--- config.mk ---
export PLATFORM = sky130hd
export DESIGN_NAME = parallel_port_control_pin_mux
export DESIGN_NICKNAME = d
export VERILOG_FILES = /design/src/hw/pin_mux_pkg.sv /design/src/hw/pin_drive_if.sv /design/src/hw/pin_pad_ctl.sv /design/src/hw/parallel_port_control_pin_mux.sv
export SDC_FILE = /design/constraint.sdc
export NUM_CORES = 1
export LEC_CHECK = 0
export ABC_CLOCK_PERIOD_IN_PS = 1500
export BUFFER_PORTS_ARGS = -buffer_cell sky130_fd_sc_hd__buf_2
export CORE_AREA = 3 3 60 62
export CTS_CLUSTER_DIAMETER = 100
export CTS_CLUSTER_SIZE = 28
export DETAILED_ROUTE_END_ITERATION = 8
export DIE_AREA = 0 0 63 65
export PLACE_DENSITY = 0.77
export SLEW_MARGIN = 20
export SYNTH_ARGS = -nofsm -noshare
export SYNTH_HDL_FRONTEND = slang
export SYNTH_SLANG_ARGS = --single-unit
export TNS_END_PERCENT = 10
--- constraint.sdc ---
create_clock -name i_mclk -period 1.5 [get_ports i_mclk]
set_input_delay 0.15 -clock i_mclk [delete_from_list [all_inputs] [get_ports i_mclk]]
set_output_delay 0.15 -clock i_mclk [all_outputs]
set_load 0.01 [all_outputs]
--- src/hw/pin_mux_pkg.sv ---
// Functional notes
// - Strap selects pin a: gpio20 or read strobe
// - Strap selects pin b: gpio21 or oe/row strobe
// - Selection takes effect only at reset release
// - GPIO role pins are inputs after reset
// - Strobes float in reset, then drive 1
// - Pin a carries read/address/column/sync-read strobe
// - Pin b carries output-enable or row strobe
// - Pins float while hold grants bus away
// - Hold clock toggles in memory role unless float bit set; clocks float in GPIO role
// - Pins float in off mode
// - Bus holders on by default, software controlled
package pin_mux_pkg;
    // Register byte offsets on the Avalon-MM slave
    localparam logic [3:0] OFS_BUS_CTRL    = 4'h0;  // External bus control register
    localparam logic [3:0] OFS_MEM_CTRL    = 4'h4;  // Memory global control (clock float bits)
    localparam logic [3:0] OFS_CE_CTRL     = 4'h8;  // Chip-enable secondary control 1
    localparam logic [3:0] OFS_GPIO_CTRL   = 4'hC;  // GPIO direction and output data
    // Field positions
    localparam int BIT_HOLDER_A      = 0;  // Bus holder enable, pin a
    localparam int BIT_HOLDER_B      = 1;  // Bus holder enable, pin b
    localparam int BIT_STRAP_STATUS  = 8;  // Latched strap (read only)
    localparam int BIT_CLK_FLOAT_0   = 0;  // Hold clock float, clock 0
    localparam int BIT_CLK_FLOAT_1   = 1;  // Hold clock float, clock 1
    localparam int BIT_SYNC_RD_SEL   = 0;  // Sync read enable select
    localparam int BIT_DIR_A         = 0;  // GPIO direction pin a, 1 = output
    localparam int BIT_DIR_B         = 1;  // GPIO direction pin b
    localparam int BIT_DOUT_A        = 4;  // GPIO output data pin a
    localparam int BIT_DOUT_B        = 5;  // GPIO output data pin b
    // Reset values
    localparam logic [1:0] RST_HOLDER    = 2'h3;  // Holders enabled by default
    localparam logic [1:0] RST_CLK_FLOAT = 2'h0;  // Clocks keep running in hold
    localparam logic       RST_SYNC_RD   = 1'b0;
    localparam logic [1:0] RST_GPIO_DIR  = 2'h0;  // All inputs
    localparam logic [1:0] RST_GPIO_DOUT = 2'h0;
    // Memory types steering the strobe roles
    typedef enum logic [1:0] {
        MEM_ASYNC = 2'h0,
        MEM_SYNC  = 2'h1,
        MEM_SDRAM = 2'h2
    } mem_type_e;
    localparam int NUM_CLK_OUT = 2;  // Memory clock outputs
endpackage

--- src/hw/pin_drive_if.sv ---
`timescale 1ns/1ps
`default_nettype none
// One pad's drive request and its resolved result
interface pin_drive_if;
    logic req_oe;   // Core wants to drive
    logic req_out;  // Core drive level
    logic floated;  // Forced float (reset, hold, off)
    logic pad_oe;   // Resolved output enable
    logic pad_out;  // Resolved output level
    modport core (output req_oe, output req_out, output floated, input pad_oe, input pad_out);
    modport pad  (input req_oe, input req_out, input floated, output pad_oe, output pad_out);
endinterface
`default_nettype wire

--- src/hw/pin_pad_ctl.sv ---
`timescale 1ns/1ps
`default_nettype none
// Output stage of one pad: forced float overrides any drive request
module pin_pad_ctl (
    pin_drive_if.pad p
);
    // Float wins so hold, off and reset can never be overridden by core logic
    assign p.pad_oe  = p.req_oe & ~p.floated;
    assign p.pad_out = p.req_out;
endmodule
`default_nettype wire

--- src/hw/parallel_port_control_pin_mux.sv ---
// Decided for this implementation: the address map and the Avalon-MM register port.
`timescale 1ns/1ps
`default_nettype none
module parallel_port_control_pin_mux
    import pin_mux_pkg::*;
(
    input  wire logic        i_mclk,                    // 20 MHz core clock
    input  wire logic        i_rst_b,                   // Sync reset, active low
    input  wire logic        i_boot_function_strap,     // Strap level
    input  wire logic        i_hold_b,                  // Hold request, active low
    input  wire logic        i_trst_b,                  // Test reset, active low
    input  wire logic        i_emulation_pin_zero,      // Emulation pin 0
    input  wire logic        i_emulation_off_pin,       // Emulation 1 / off pin
    input  wire logic [1:0]  i_mem_type,                // Memory type being accessed
    input  wire logic        i_mem_rd_strobe,           // Read strobe level from memory core
    input  wire logic        i_mem_addr_strobe,         // Sync address strobe level
    input  wire logic        i_mem_col_strobe,          // SDRAM column strobe level
    input  wire logic        i_mem_oe_strobe,           // Output-enable strobe level
    input  wire logic        i_mem_row_strobe,          // SDRAM row strobe level
    input  wire logic [1:0]  i_mem_clk,                 // Memory clocks to pass out
    input  wire logic        i_ctrl_pin_a,              // Pad a input
    input  wire logic        i_ctrl_pin_b,              // Pad b input
    output logic             o_ctrl_pin_a,              // Pad a output
    output logic             o_ctrl_pin_a_oe,           // Pad a output enable
    output logic             o_ctrl_pin_b,              // Pad b output
    output logic             o_ctrl_pin_b_oe,           // Pad b output enable
    output logic [1:0]       o_holder_en,               // Bus holder enables a, b
    output logic [1:0]       o_mem_clock_out,           // Memory clocks
    output logic [1:0]       o_mem_clock_out_oe,        // Memory clock enables
    output logic             o_port_io_bit_twenty,      // GPIO 20 input value
    output logic             o_port_io_bit_twentyone,   // GPIO 21 input value
    output logic             o_mem_function_sel,        // 1 = memory role latched
    // Avalon-MM slave
    input  wire logic [3:0]  avs_address,               // Byte address
    input  wire logic        avs_read,                  // Read request
    input  wire logic        avs_write,                 // Write request
    input  wire logic [31:0] avs_writedata,             // Write data
    input  wire logic [3:0]  avs_byteenable,            // Byte enables
    output logic [31:0]      avs_readdata,              // Read data
    output logic             avs_waitrequest            // Stall
);
    // Control state
    logic       strap_r;          // Latched strap: 1 = memory strobes
    logic       in_reset_r;       // Registered reset, marks release edge
    logic [1:0] holder_r;         // Bus holder enables
    logic [1:0] clk_float_r;      // Hold clock float bits
    logic       sync_rd_r;        // Sync read-enable select
    logic [1:0] gpio_dir_r;       // GPIO directions
    logic [1:0] gpio_dout_r;      // GPIO output data
    logic       ack_r;            // Bus answer phase
    logic [31:0] rdata_r;         // Registered read data
    logic       hold_act;         // Bus granted away
    logic       off_act;          // Off (test) mode
    logic       reset_act;        // Reset asserted
    logic       strobe_a;         // Selected strobe level pin a
    logic       strobe_b;         // Selected strobe level pin b
    logic       req_fire;         // Bus access accepted this cycle

    assign reset_act = ~i_rst_b;
    assign hold_act  = ~i_hold_b;
    // Off mode needs all three test pins in their off levels
    assign off_act   = ~i_trst_b & i_emulation_pin_zero & ~i_emulation_off_pin;

    // Strap captured once, in the first clock after reset release
    // Capture uses the clock, never the async path, so the latch is a plain flop
    always_ff @(posedge i_mclk) begin
        if (!i_rst_b) begin
            in_reset_r <= 1'b1;
            strap_r    <= 1'b0;
        end else begin
            in_reset_r <= 1'b0;
            if (in_reset_r) begin
                strap_r <= i_boot_function_strap;
            end
        end
    end
    // Role shown only after release; during reset the pads are floated anyway
    assign o_mem_function_sel = strap_r;

    // Strobe role for pin a: sync memories pick read enable or address strobe
    always_comb begin
        strobe_a = i_mem_rd_strobe;
        strobe_b = i_mem_oe_strobe;
        unique case (mem_type_e'(i_mem_type))
            MEM_ASYNC: begin
                strobe_a = i_mem_rd_strobe;
                strobe_b = i_mem_oe_strobe;
            end
            MEM_SYNC: begin
                strobe_a = sync_rd_r ? i_mem_rd_strobe : i_mem_addr_strobe;
                strobe_b = i_mem_oe_strobe;
            end
            MEM_SDRAM: begin
                strobe_a = i_mem_col_strobe;
                strobe_b = i_mem_row_strobe;
            end
            default: begin
                // Unused code leaves strobes inactive high
                strobe_a = 1'b1;
                strobe_b = 1'b1;
            end
        endcase
    end

    // Pad stages
    pin_drive_if pa ();
    pin_drive_if pb ();

    // Memory role drives strobe (idle 1); GPIO role follows direction register
    assign pa.req_oe  = strap_r | gpio_dir_r[BIT_DIR_A];
    assign pa.req_out = strap_r ? strobe_a : gpio_dout_r[BIT_DIR_A];
    assign pb.req_oe  = strap_r | gpio_dir_r[BIT_DIR_B];
    assign pb.req_out = strap_r ? strobe_b : gpio_dout_r[BIT_DIR_B];
    // Reset, hold and off all float the pads
    assign pa.floated = reset_act | in_reset_r | hold_act | off_act;
    assign pb.floated = reset_act | in_reset_r | hold_act | off_act;

    pin_pad_ctl u_pad_a (.p(pa));
    pin_pad_ctl u_pad_b (.p(pb));

    assign o_ctrl_pin_a    = pa.pad_out;
    assign o_ctrl_pin_a_oe = pa.pad_oe;
    assign o_ctrl_pin_b    = pb.pad_out;
    assign o_ctrl_pin_b_oe = pb.pad_oe;
    // GPIO inputs always read the pad level
    assign o_port_io_bit_twenty    = i_ctrl_pin_a;
    assign o_port_io_bit_twentyone = i_ctrl_pin_b;

    // Memory clocks: in memory role float in hold only when the float bit asks; GPIO role and off mode float all
    genvar g;
    generate
        for (g = 0; g < NUM_CLK_OUT; g++) begin : g_clk
            assign o_mem_clock_out[g]    = i_mem_clk[g];
            assign o_mem_clock_out_oe[g] = strap_r & ~off_act & ~(hold_act & clk_float_r[g]);
        end
    endgenerate

    assign o_holder_en = holder_r;

    // Bus slave: one wait state, answer on the second cycle
    assign req_fire        = (avs_read | avs_write) & ~ack_r;
    assign avs_waitrequest = (avs_read | avs_write) & ~ack_r;
    assign avs_readdata    = rdata_r;

    // Answer phase flop
    always_ff @(posedge i_mclk) begin
        if (!i_rst_b) begin
            ack_r <= 1'b0;
        end else begin
            ack_r <= req_fire;
        end
    end

    // Register writes take effect at the edge waitrequest is low
    always_ff @(posedge i_mclk) begin
        if (!i_rst_b) begin
            holder_r    <= RST_HOLDER;
            clk_float_r <= RST_CLK_FLOAT;
            sync_rd_r   <= RST_SYNC_RD;
            gpio_dir_r  <= RST_GPIO_DIR;
            gpio_dout_r <= RST_GPIO_DOUT;
        end else if (avs_write && ack_r && avs_byteenable[0]) begin
            unique case (avs_address)
                OFS_BUS_CTRL:  holder_r    <= avs_writedata[1:0];
                OFS_MEM_CTRL:  clk_float_r <= avs_writedata[1:0];
                OFS_CE_CTRL:   sync_rd_r   <= avs_writedata[BIT_SYNC_RD_SEL];
                OFS_GPIO_CTRL: begin
                    gpio_dir_r  <= avs_writedata[1:0];
                    gpio_dout_r <= avs_writedata[BIT_DOUT_B:BIT_DOUT_A];
                end
                default: begin
                    // Unmapped writes are dropped
                end
            endcase
        end
    end

    // Read data captured in the wait cycle, stands at the answer edge
    always_ff @(posedge i_mclk) begin
        if (!i_rst_b) begin
            rdata_r <= 32'h0000_0000;
        end else if (avs_read && !ack_r) begin
            rdata_r <= 32'h0000_0000;
            unique case (avs_address)
                OFS_BUS_CTRL: begin
                    rdata_r[1:0]             <= holder_r;
                    rdata_r[BIT_STRAP_STATUS] <= strap_r;
                end
                OFS_MEM_CTRL:  rdata_r[1:0] <= clk_float_r;
                OFS_CE_CTRL:   rdata_r[BIT_SYNC_RD_SEL] <= sync_rd_r;
                OFS_GPIO_CTRL: begin
                    rdata_r[1:0]                  <= gpio_dir_r;
                    rdata_r[BIT_DOUT_B:BIT_DOUT_A] <= gpio_dout_r;
                end
                default: begin
                    // Unmapped reads return zero
                end
            endcase
        end
    end

    // Checks
    // Pad and off-mode float checks carry no disable so they also cover the reset cycles

    // Pad a must stay released for the whole reset
    a_reset_floats_a: assert property (@(posedge i_mclk)
        !i_rst_b |=> !o_ctrl_pin_a_oe)
        else $error("pin a driven in reset");

    // Pad b must stay released for the whole reset
    a_reset_floats_b: assert property (@(posedge i_mclk)
        !i_rst_b |=> !o_ctrl_pin_b_oe)
        else $error("pin b driven in reset");

    // Release cycle still floats: the new role is not valid yet
    a_release_floats: assert property (@(posedge i_mclk)
        in_reset_r |-> !o_ctrl_pin_a_oe && !o_ctrl_pin_b_oe)
        else $error("pin driven in release cycle");

    // Strap moves after capture must not reach the role
    a_strap_held: assert property (@(posedge i_mclk) disable iff (!i_rst_b)
        !in_reset_r |=> $stable(strap_r))
        else $error("strap changed after capture");

    // Role is the strap level seen at the release edge
    a_strap_capture: assert property (@(posedge i_mclk) disable iff (!i_rst_b)
        in_reset_r |=> strap_r == $past(i_boot_function_strap))
        else $error("strap not captured at release");

    // Hold hands the bus away: pad a must let go
    a_hold_floats_a: assert property (@(posedge i_mclk)
        hold_act |-> !o_ctrl_pin_a_oe)
        else $error("pin a driven during hold");

    // Hold hands the bus away: pad b must let go
    a_hold_floats_b: assert property (@(posedge i_mclk)
        hold_act |-> !o_ctrl_pin_b_oe)
        else $error("pin b driven during hold");

    // Off mode releases both control pads
    a_off_floats_a: assert property (@(posedge i_mclk)
        off_act |-> !o_ctrl_pin_a_oe && !o_ctrl_pin_b_oe)
        else $error("pin driven in off mode");

    // Off mode also releases the memory clocks
    a_off_clk_float: assert property (@(posedge i_mclk)
        off_act |-> o_mem_clock_out_oe == 2'h0)
        else $error("clock driven in off mode");

    // Memory role with nothing overriding drives pad a
    a_mem_drives_a: assert property (@(posedge i_mclk) disable iff (!i_rst_b)
        strap_r && !in_reset_r && !hold_act && !off_act |-> o_ctrl_pin_a_oe)
        else $error("memory strobe a not driven");

    // Memory role with nothing overriding drives pad b
    a_mem_drives_b: assert property (@(posedge i_mclk) disable iff (!i_rst_b)
        strap_r && !in_reset_r && !hold_act && !off_act |-> o_ctrl_pin_b_oe)
        else $error("memory strobe b not driven");

    // Strobes start driving after the first edge after release, checked on the second edge
    a_idle_drive: assert property (@(posedge i_mclk) disable iff (!i_rst_b)
        $rose(i_rst_b) ##1 strap_r && !hold_act && !off_act |-> o_ctrl_pin_a_oe && o_ctrl_pin_b_oe)
        else $error("strobes not driven after release");

    // GPIO role comes up as an input on pad a
    a_gpio_input_a: assert property (@(posedge i_mclk) disable iff (!i_rst_b)
        $rose(i_rst_b) ##0 !strap_r [*2] |-> !o_ctrl_pin_a_oe)
        else $error("gpio pin a not input after reset");

    // GPIO role comes up as an input on pad b
    a_gpio_input_b: assert property (@(posedge i_mclk) disable iff (!i_rst_b)
        $rose(i_rst_b) ##0 !strap_r [*2] |-> !o_ctrl_pin_b_oe)
        else $error("gpio pin b not input after reset");

    // Clocks have no meaning in the GPIO role, so they stay released
    a_clk_gpio_off: assert property (@(posedge i_mclk) disable iff (!i_rst_b)
        !strap_r |-> o_mem_clock_out_oe == 2'h0)
        else $error("clock driven in gpio role");

    // Float bit set: clock 0 released in hold
    a_clk_float: assert property (@(posedge i_mclk) disable iff (!i_rst_b)
        hold_act && clk_float_r[0] |-> !o_mem_clock_out_oe[0])
        else $error("clock 0 not floated in hold");

    // Float bit set: clock 1 released in hold
    a_clk_float_one: assert property (@(posedge i_mclk) disable iff (!i_rst_b)
        hold_act && clk_float_r[1] |-> !o_mem_clock_out_oe[1])
        else $error("clock 1 not floated in hold");

    // Float bit clear: clock 0 keeps running through hold
    a_clk_runs_zero: assert property (@(posedge i_mclk) disable iff (!i_rst_b)
        hold_act && strap_r && !off_act && !clk_float_r[0] |-> o_mem_clock_out_oe[0])
        else $error("clock 0 stopped in hold");

    // Float bit clear: clock 1 keeps running through hold
    a_clk_runs: assert property (@(posedge i_mclk) disable iff (!i_rst_b)
        hold_act && strap_r && !off_act && !clk_float_r[1] |-> o_mem_clock_out_oe[1])
        else $error("clock 1 stopped in hold");

    // Holders come out of reset enabled
    a_holder_dflt: assert property (@(posedge i_mclk)
        !i_rst_b |=> o_holder_en == RST_HOLDER)
        else $error("holders not enabled at reset");

    // A completed control write reaches the holder enables
    a_holder_write: assert property (@(posedge i_mclk) disable iff (!i_rst_b)
        avs_write && ack_r && avs_byteenable[0] && avs_address == OFS_BUS_CTRL |=>
        o_holder_en == $past(avs_writedata[1:0]))
        else $error("holder write lost");

    // Async memories take the read enable on pad a
    a_async_rd: assert property (@(posedge i_mclk) disable iff (!i_rst_b)
        i_mem_type == MEM_ASYNC |-> strobe_a == i_mem_rd_strobe)
        else $error("async read strobe wrong");

    // Sync memories with select set take the read enable
    a_sync_rd_sel: assert property (@(posedge i_mclk) disable iff (!i_rst_b)
        i_mem_type == MEM_SYNC && sync_rd_r |-> strobe_a == i_mem_rd_strobe)
        else $error("sync read enable wrong");

    // Sync memories with select clear take the address strobe
    a_sync_addr: assert property (@(posedge i_mclk) disable iff (!i_rst_b)
        i_mem_type == MEM_SYNC && !sync_rd_r |-> strobe_a == i_mem_addr_strobe)
        else $error("sync address strobe wrong");

    // Sync memories take the output enable on pad b
    a_sync_oe: assert property (@(posedge i_mclk) disable iff (!i_rst_b)
        i_mem_type == MEM_SYNC |-> strobe_b == i_mem_oe_strobe)
        else $error("sync oe strobe wrong");

    // SDRAM takes column on pad a and row on pad b
    a_sdram_col: assert property (@(posedge i_mclk) disable iff (!i_rst_b)
        i_mem_type == MEM_SDRAM |-> strobe_a == i_mem_col_strobe && strobe_b == i_mem_row_strobe)
        else $error("sdram strobe roles wrong");

    // Async output enable reaches pad b when driven
    a_async_oe: assert property (@(posedge i_mclk) disable iff (!i_rst_b)
        i_mem_type == MEM_ASYNC && strap_r && o_ctrl_pin_b_oe |-> o_ctrl_pin_b == i_mem_oe_strobe)
        else $error("oe strobe not on pin b");

    // Selected strobe reaches pad a when driven
    a_strobe_on_pin: assert property (@(posedge i_mclk) disable iff (!i_rst_b)
        strap_r && o_ctrl_pin_a_oe |-> o_ctrl_pin_a == strobe_a)
        else $error("strobe not on pin a");
endmodule
`default_nettype wire

Word level (Yosys, flattened, before mapping) --
Cells that the tools add are included.
Storage, ports and cells: bits of input ports 60, output and inout port bits 46, logic and storage cells 60, register bits after elaboration 17
Cells by class: equal/unequal tests 5, bitwise operators 25, reductions and logical operators 11, muxes and demuxes 10
Operators with widths (count):
- $and 1x1->1 | 10
- $not 1->1 | 9
- $eq 4x4->1 const B | 2
- $reduce_and 2->1 | 4
- $or 1x1->1 | 6
- $pmux 1 s3 | 2
- $mux 1 | 5
- $eq 4x3->1 const B | 1
- $logic_not 4->1 | 1
- $pmux 1 s4 | 1
- $logic_and 1x1->1 | 3
- $eq 2x1->1 const B | 1
- $eq 2x2->1 const B | 1
- $logic_not 2->1 | 1
- $mux 2 | 1
- $pmux 1 s2 | 1
- $reduce_or 2->1 | 1
- $logic_not 1->1 | 1

Depth between registers and ports, before layout --
depth after elaboration 6, depth in mapped cells 4

Modules after synthesis --
From an unflattened synthesis, not the netlist that was laid out.
Unflattened totals: cells, all modules 136, area total of the unflattened synthesis 1129.8 um2
By module, submodules not included:
- parallel_port_control_pin_mux | area an instance 1087.3 um2, seq. area each 340.3 um2, times used 1, cells each 132
- pin_pad_ctl | area an instance 21.3 um2, seq. area each 0.0 um2, times used 2, cells each 2

Least setup slack after synthesis --
Ideal clock, no wire load.
kind reg2out, start register sync_rd_r, end output o_ctrl_pin_a, setup slack 0.332 ns, arrival 1.018 ns, cell stages (with the launch flop) 4, data required time 1.350 ns, path through dfxtp_1 > or3b_2 > a21oi_1 > o22ai_1
Between the ends: word-level cells in the longest chain between the ends 3
RTL lines:
- start: declaration | line parallel_port_control_pin_mux.sv:47 | logic sync_rd_r;
- start signal: assignment | line parallel_port_control_pin_mux.sv:166 | OFS_CE_CTRL: sync_rd_r <= avs_writedata[BIT_SYNC_RD_SEL];
- $mux 1 | line parallel_port_control_pin_mux.sv:90 | strobe_a = sync_rd_r ? i_mem_rd_strobe : i_mem_addr_strobe;
- $pmux 1 s3 | line parallel_port_control_pin_mux.sv:84 | unique case (mem_type_e'(i_mem_type))
- $mux 1 | line parallel_port_control_pin_mux.sv:111 | assign pa.req_out = strap_r ? strobe_a : gpio_dout_r[BIT_DIR_A];
- end: declaration | line parallel_port_control_pin_mux.sv:23 | output logic o_ctrl_pin_a,
Every way passes these cells.

Final worst setup path --
Same ends and word-level chain as after synthesis.

==> run_results.csv <==
group,metric,value,unit
detailed_routing,antenna_left,0,
sta,maxSlewViolCount,0,
hold_path,hp-class,"in2reg",
floorplan,initial_core_util,35.5,%
critical_path,crit_path_start_kind,"flip-flop",
clock_tree,clk_path_buf_depth,2,
hold_path,min_to,"o_mem_function_sel",
critical_path,worstPathArrival,1320,ps
sta,finalCriticalPeriod,1470,ps
detailed_routing,wl_per_cell,10.9,um
detailed_routing,drtPass1Iterations,4,
clock_tree,htree_levels,1,
critical_path,reg2reg_slack,340,ps
global_route,antenna_found_initial,0,
critical_path,reg2reg_depth,3,
synth,ys_seq_area_share,31.2,%
sta,hold_violations,0,
floorplan,dieArea,0.00410,sq mm
detailed_routing,route.detailed.drc,0,
synth,synth_area_per_cell,8.21,sq um
finish,nNetsFinal,232,
global_route,grt_pass1_vias,846,
sta,worst_slack,33.0,ps
global_route,overflow,0,
detailed_routing,wl_met1,989,um
detailed_routing,drt-total-wl,2330,um
floorplan,rows,20,
placement,pre_cts_slack,197,ps
critical_path,timing.rr.end,"avs_readdata[1]",
finish,mostFrequentLayoutCells,"39 x buf_2, 27 x conb_1, 15 x dfxtp_1",
finish,antenna_cells,0,
floorplan,io-pin-count,106,
placement,placed_cells,211,
detailed_routing,via_per_inst,4.31,
outcome,status,"complete, no violations",
finish,final_area,0.00126,sq mm
sta,rsz0062_at_grt,"true",
detailed_routing,drt_iter0_drc,16,
clock_tree,ctsHoldBuffers,0,
placement,gp_congestion,0.829,
critical_path,reg2reg_from,"ack_r",
finish,final_cells,215,
floorplan,die_h,65,um
critical_path,end_kind,"primary output",
clock_tree,clk_latency,290,ps
pwr,vdd_drop_max,0.398,mV
pwr,p_leak,0.000627,uW
sta,hold_slack,92.8,ps
finish,drive_gt1_share,32.7,%
synth,syn_area,0.00109,sq mm
sta,setup_violations,0,
detailed_routing,vias,927,
floorplan,core,0.00308,sq mm
placement,postPlaceCellArea,0.00122,sq mm
clock_tree,cts.clk_slew.worst_paths,90,ps
synth,syn_inst,133,
finish,areaGrowthSynthToFinish,15.6,%
hold_path,worstHoldStart,"i_boot_function_strap",
critical_path,required,1350,ps
clock_tree,clock-root-buffer,"clkbuf_4",
pwr,p_per_area,693,mW/mm^2
critical_path,crit_slowest_cell,"or3b_4",
detailed_routing,dr_wl_met2,1120,um
hold_path,min_path_cells,3,
placement,hpwl,1930,um
clock_tree,numCtsBuffers,3,
detailed_routing,met3_length,207,um
critical_path,slowest_delay,360,ps
sta,setup-tns-final,0,ps
sta,fmax,682,MHz
critical_path,crit_fanout,2,
synth,synth_seq_cells,17,
clock_tree,cts.sinks,17,
critical_path,crit_type,"reg2out",
sta,period_share,97.8,%
sta,fin_skew,1.81,ps
placement,portBuffers,39,
clock_tree,cts_tree,"built",
critical_path,path_cells,"or3b_4 > a21oi_2 > o22ai_1 > buf_2",
synth,synthDistinctLibCells,33,
clock_tree,post-cts-setup-buffers,0,
finish,final_common_cell,"buf_2",
synth,yosysWarnings,0,
global_route,grt_util_all_layers,11.1,%
global_route,grt_max_degree,14,
global_route,grt_first_pass_wirelength,3760,um
flow_run,drv_cap,0,
floorplan,die_width,63,um
detailed_routing,top_layer,"met4",
cell families after synthesis:
family / share of synthesized area [%]
mux: 13.2
compound gates: 9.62
flops: 31.2
buf+inv: 23.8
other cells: 0.343
simple gates: 21.9
timing repair:
item | 4_1_cts | 5_1_grt
setup endpoints to repair | 1 | 4
pin swaps | 3 | 0
gates resized for setup | 3 | 2
cloned | 0 | 0
layout make-up:
class	instances	area, sq um
fillers	350	1820
well taps	44	55.1
clock buffers	4	26.3
inverters	3	11.3
repair buffers	43	225
multi-input cells	104	602
flip-flops and latches	17	343
stage by stage:
| stage | total power, uW | util [%] |
|---|---|---|
| floorplan | 630 | - |
| detailed placement | 632 | 39.7 |
| global route | 909 | 41.0 |
| global placement | 630 | 39.7 |
| CTS | 875 | 40.8 |
| finish | 874 | 41.0 |
where the power goes:
| group | internal [uW] | switching [uW] |
|---|---|---|
| clock network | 104 | 144 |
| logic | 64.1 | 96.7 |
| registers | 458 | 8.27 |
| total | 625 | 249 |
how the worst max path moves through the flow:
| stage | cells after the start | startpoint | end | slack, ps |
|---|---|---|---|---|
| CTS | 4 | sync_rd_r | o_ctrl_pin_a | 9 |
| floorplan | 3 | sync_rd_r | o_ctrl_pin_a | 330 |
| detailed placement | 4 | sync_rd_r | o_ctrl_pin_a | 200 |
| finish | 4 | sync_rd_r | o_ctrl_pin_a | 30 |
| global route | 4 | sync_rd_r | o_ctrl_pin_a | -5 |
| global placement | 4 | sync_rd_r | o_ctrl_pin_a | 230 |
routing by layer:
metal,GRT usage [%],up-vias
met1,14.1,416
li1,-,472
met5,0,-
met3,3.81,2
met4,3.31,0
met2,17.8,37
synth_stat cells:
library cell	instances	share of area, %
nand2_1	14	4.8
buf_4	31	21
clkbuf_1	3	1.0
mux2i_1	11	10
o22a_1	1	0.80
a21oi_1	7	3.2
dfxtp_1	17	31
buf_2	1	0.46
nor3_2	1	0.92
a22oi_1	1	0.69
nor3_1	2	0.92
and4bb_2	1	1.1
nor2_1	10	3.4
inv_1	3	1.0
o311ai_1	1	0.80
nor4_1	1	0.57
or4_1	1	0.69
o21ai_1	2	0.92
nand2b_1	3	1.7
or3b_2	1	0.80
nor3b_1	1	0.69
nand4b_1	1	0.80
and3_1	1	0.57
and2b_1	1	0.69
o22ai_1	1	0.57
or3_1	1	0.57
conb_1	1	0.34
o21a_1	2	1.4
or3b_1	1	0.80
nand3_1	6	2.7
o41ai_1	1	0.80
mux2_2	3	3.1
o21ai_0	1	0.46
worst max-delay path: cells and delay by family (launching register included):
family          cells  cell delay (ps)
compound gates      2              190
buf+inv             1              140
flops               1              330
simple gates        1              360
sequential cells by signal (all words and copies together) (netlist names):
register            count
avs_readdata            5
clk_float_r             2
gpio_dir_r              2
gpio_dout_r             2
o_holder_en             2
ack_r                   1
in_reset_r              1
o_mem_function_sel      1
sync_rd_r               1
(Power assumes the default switching activity.)
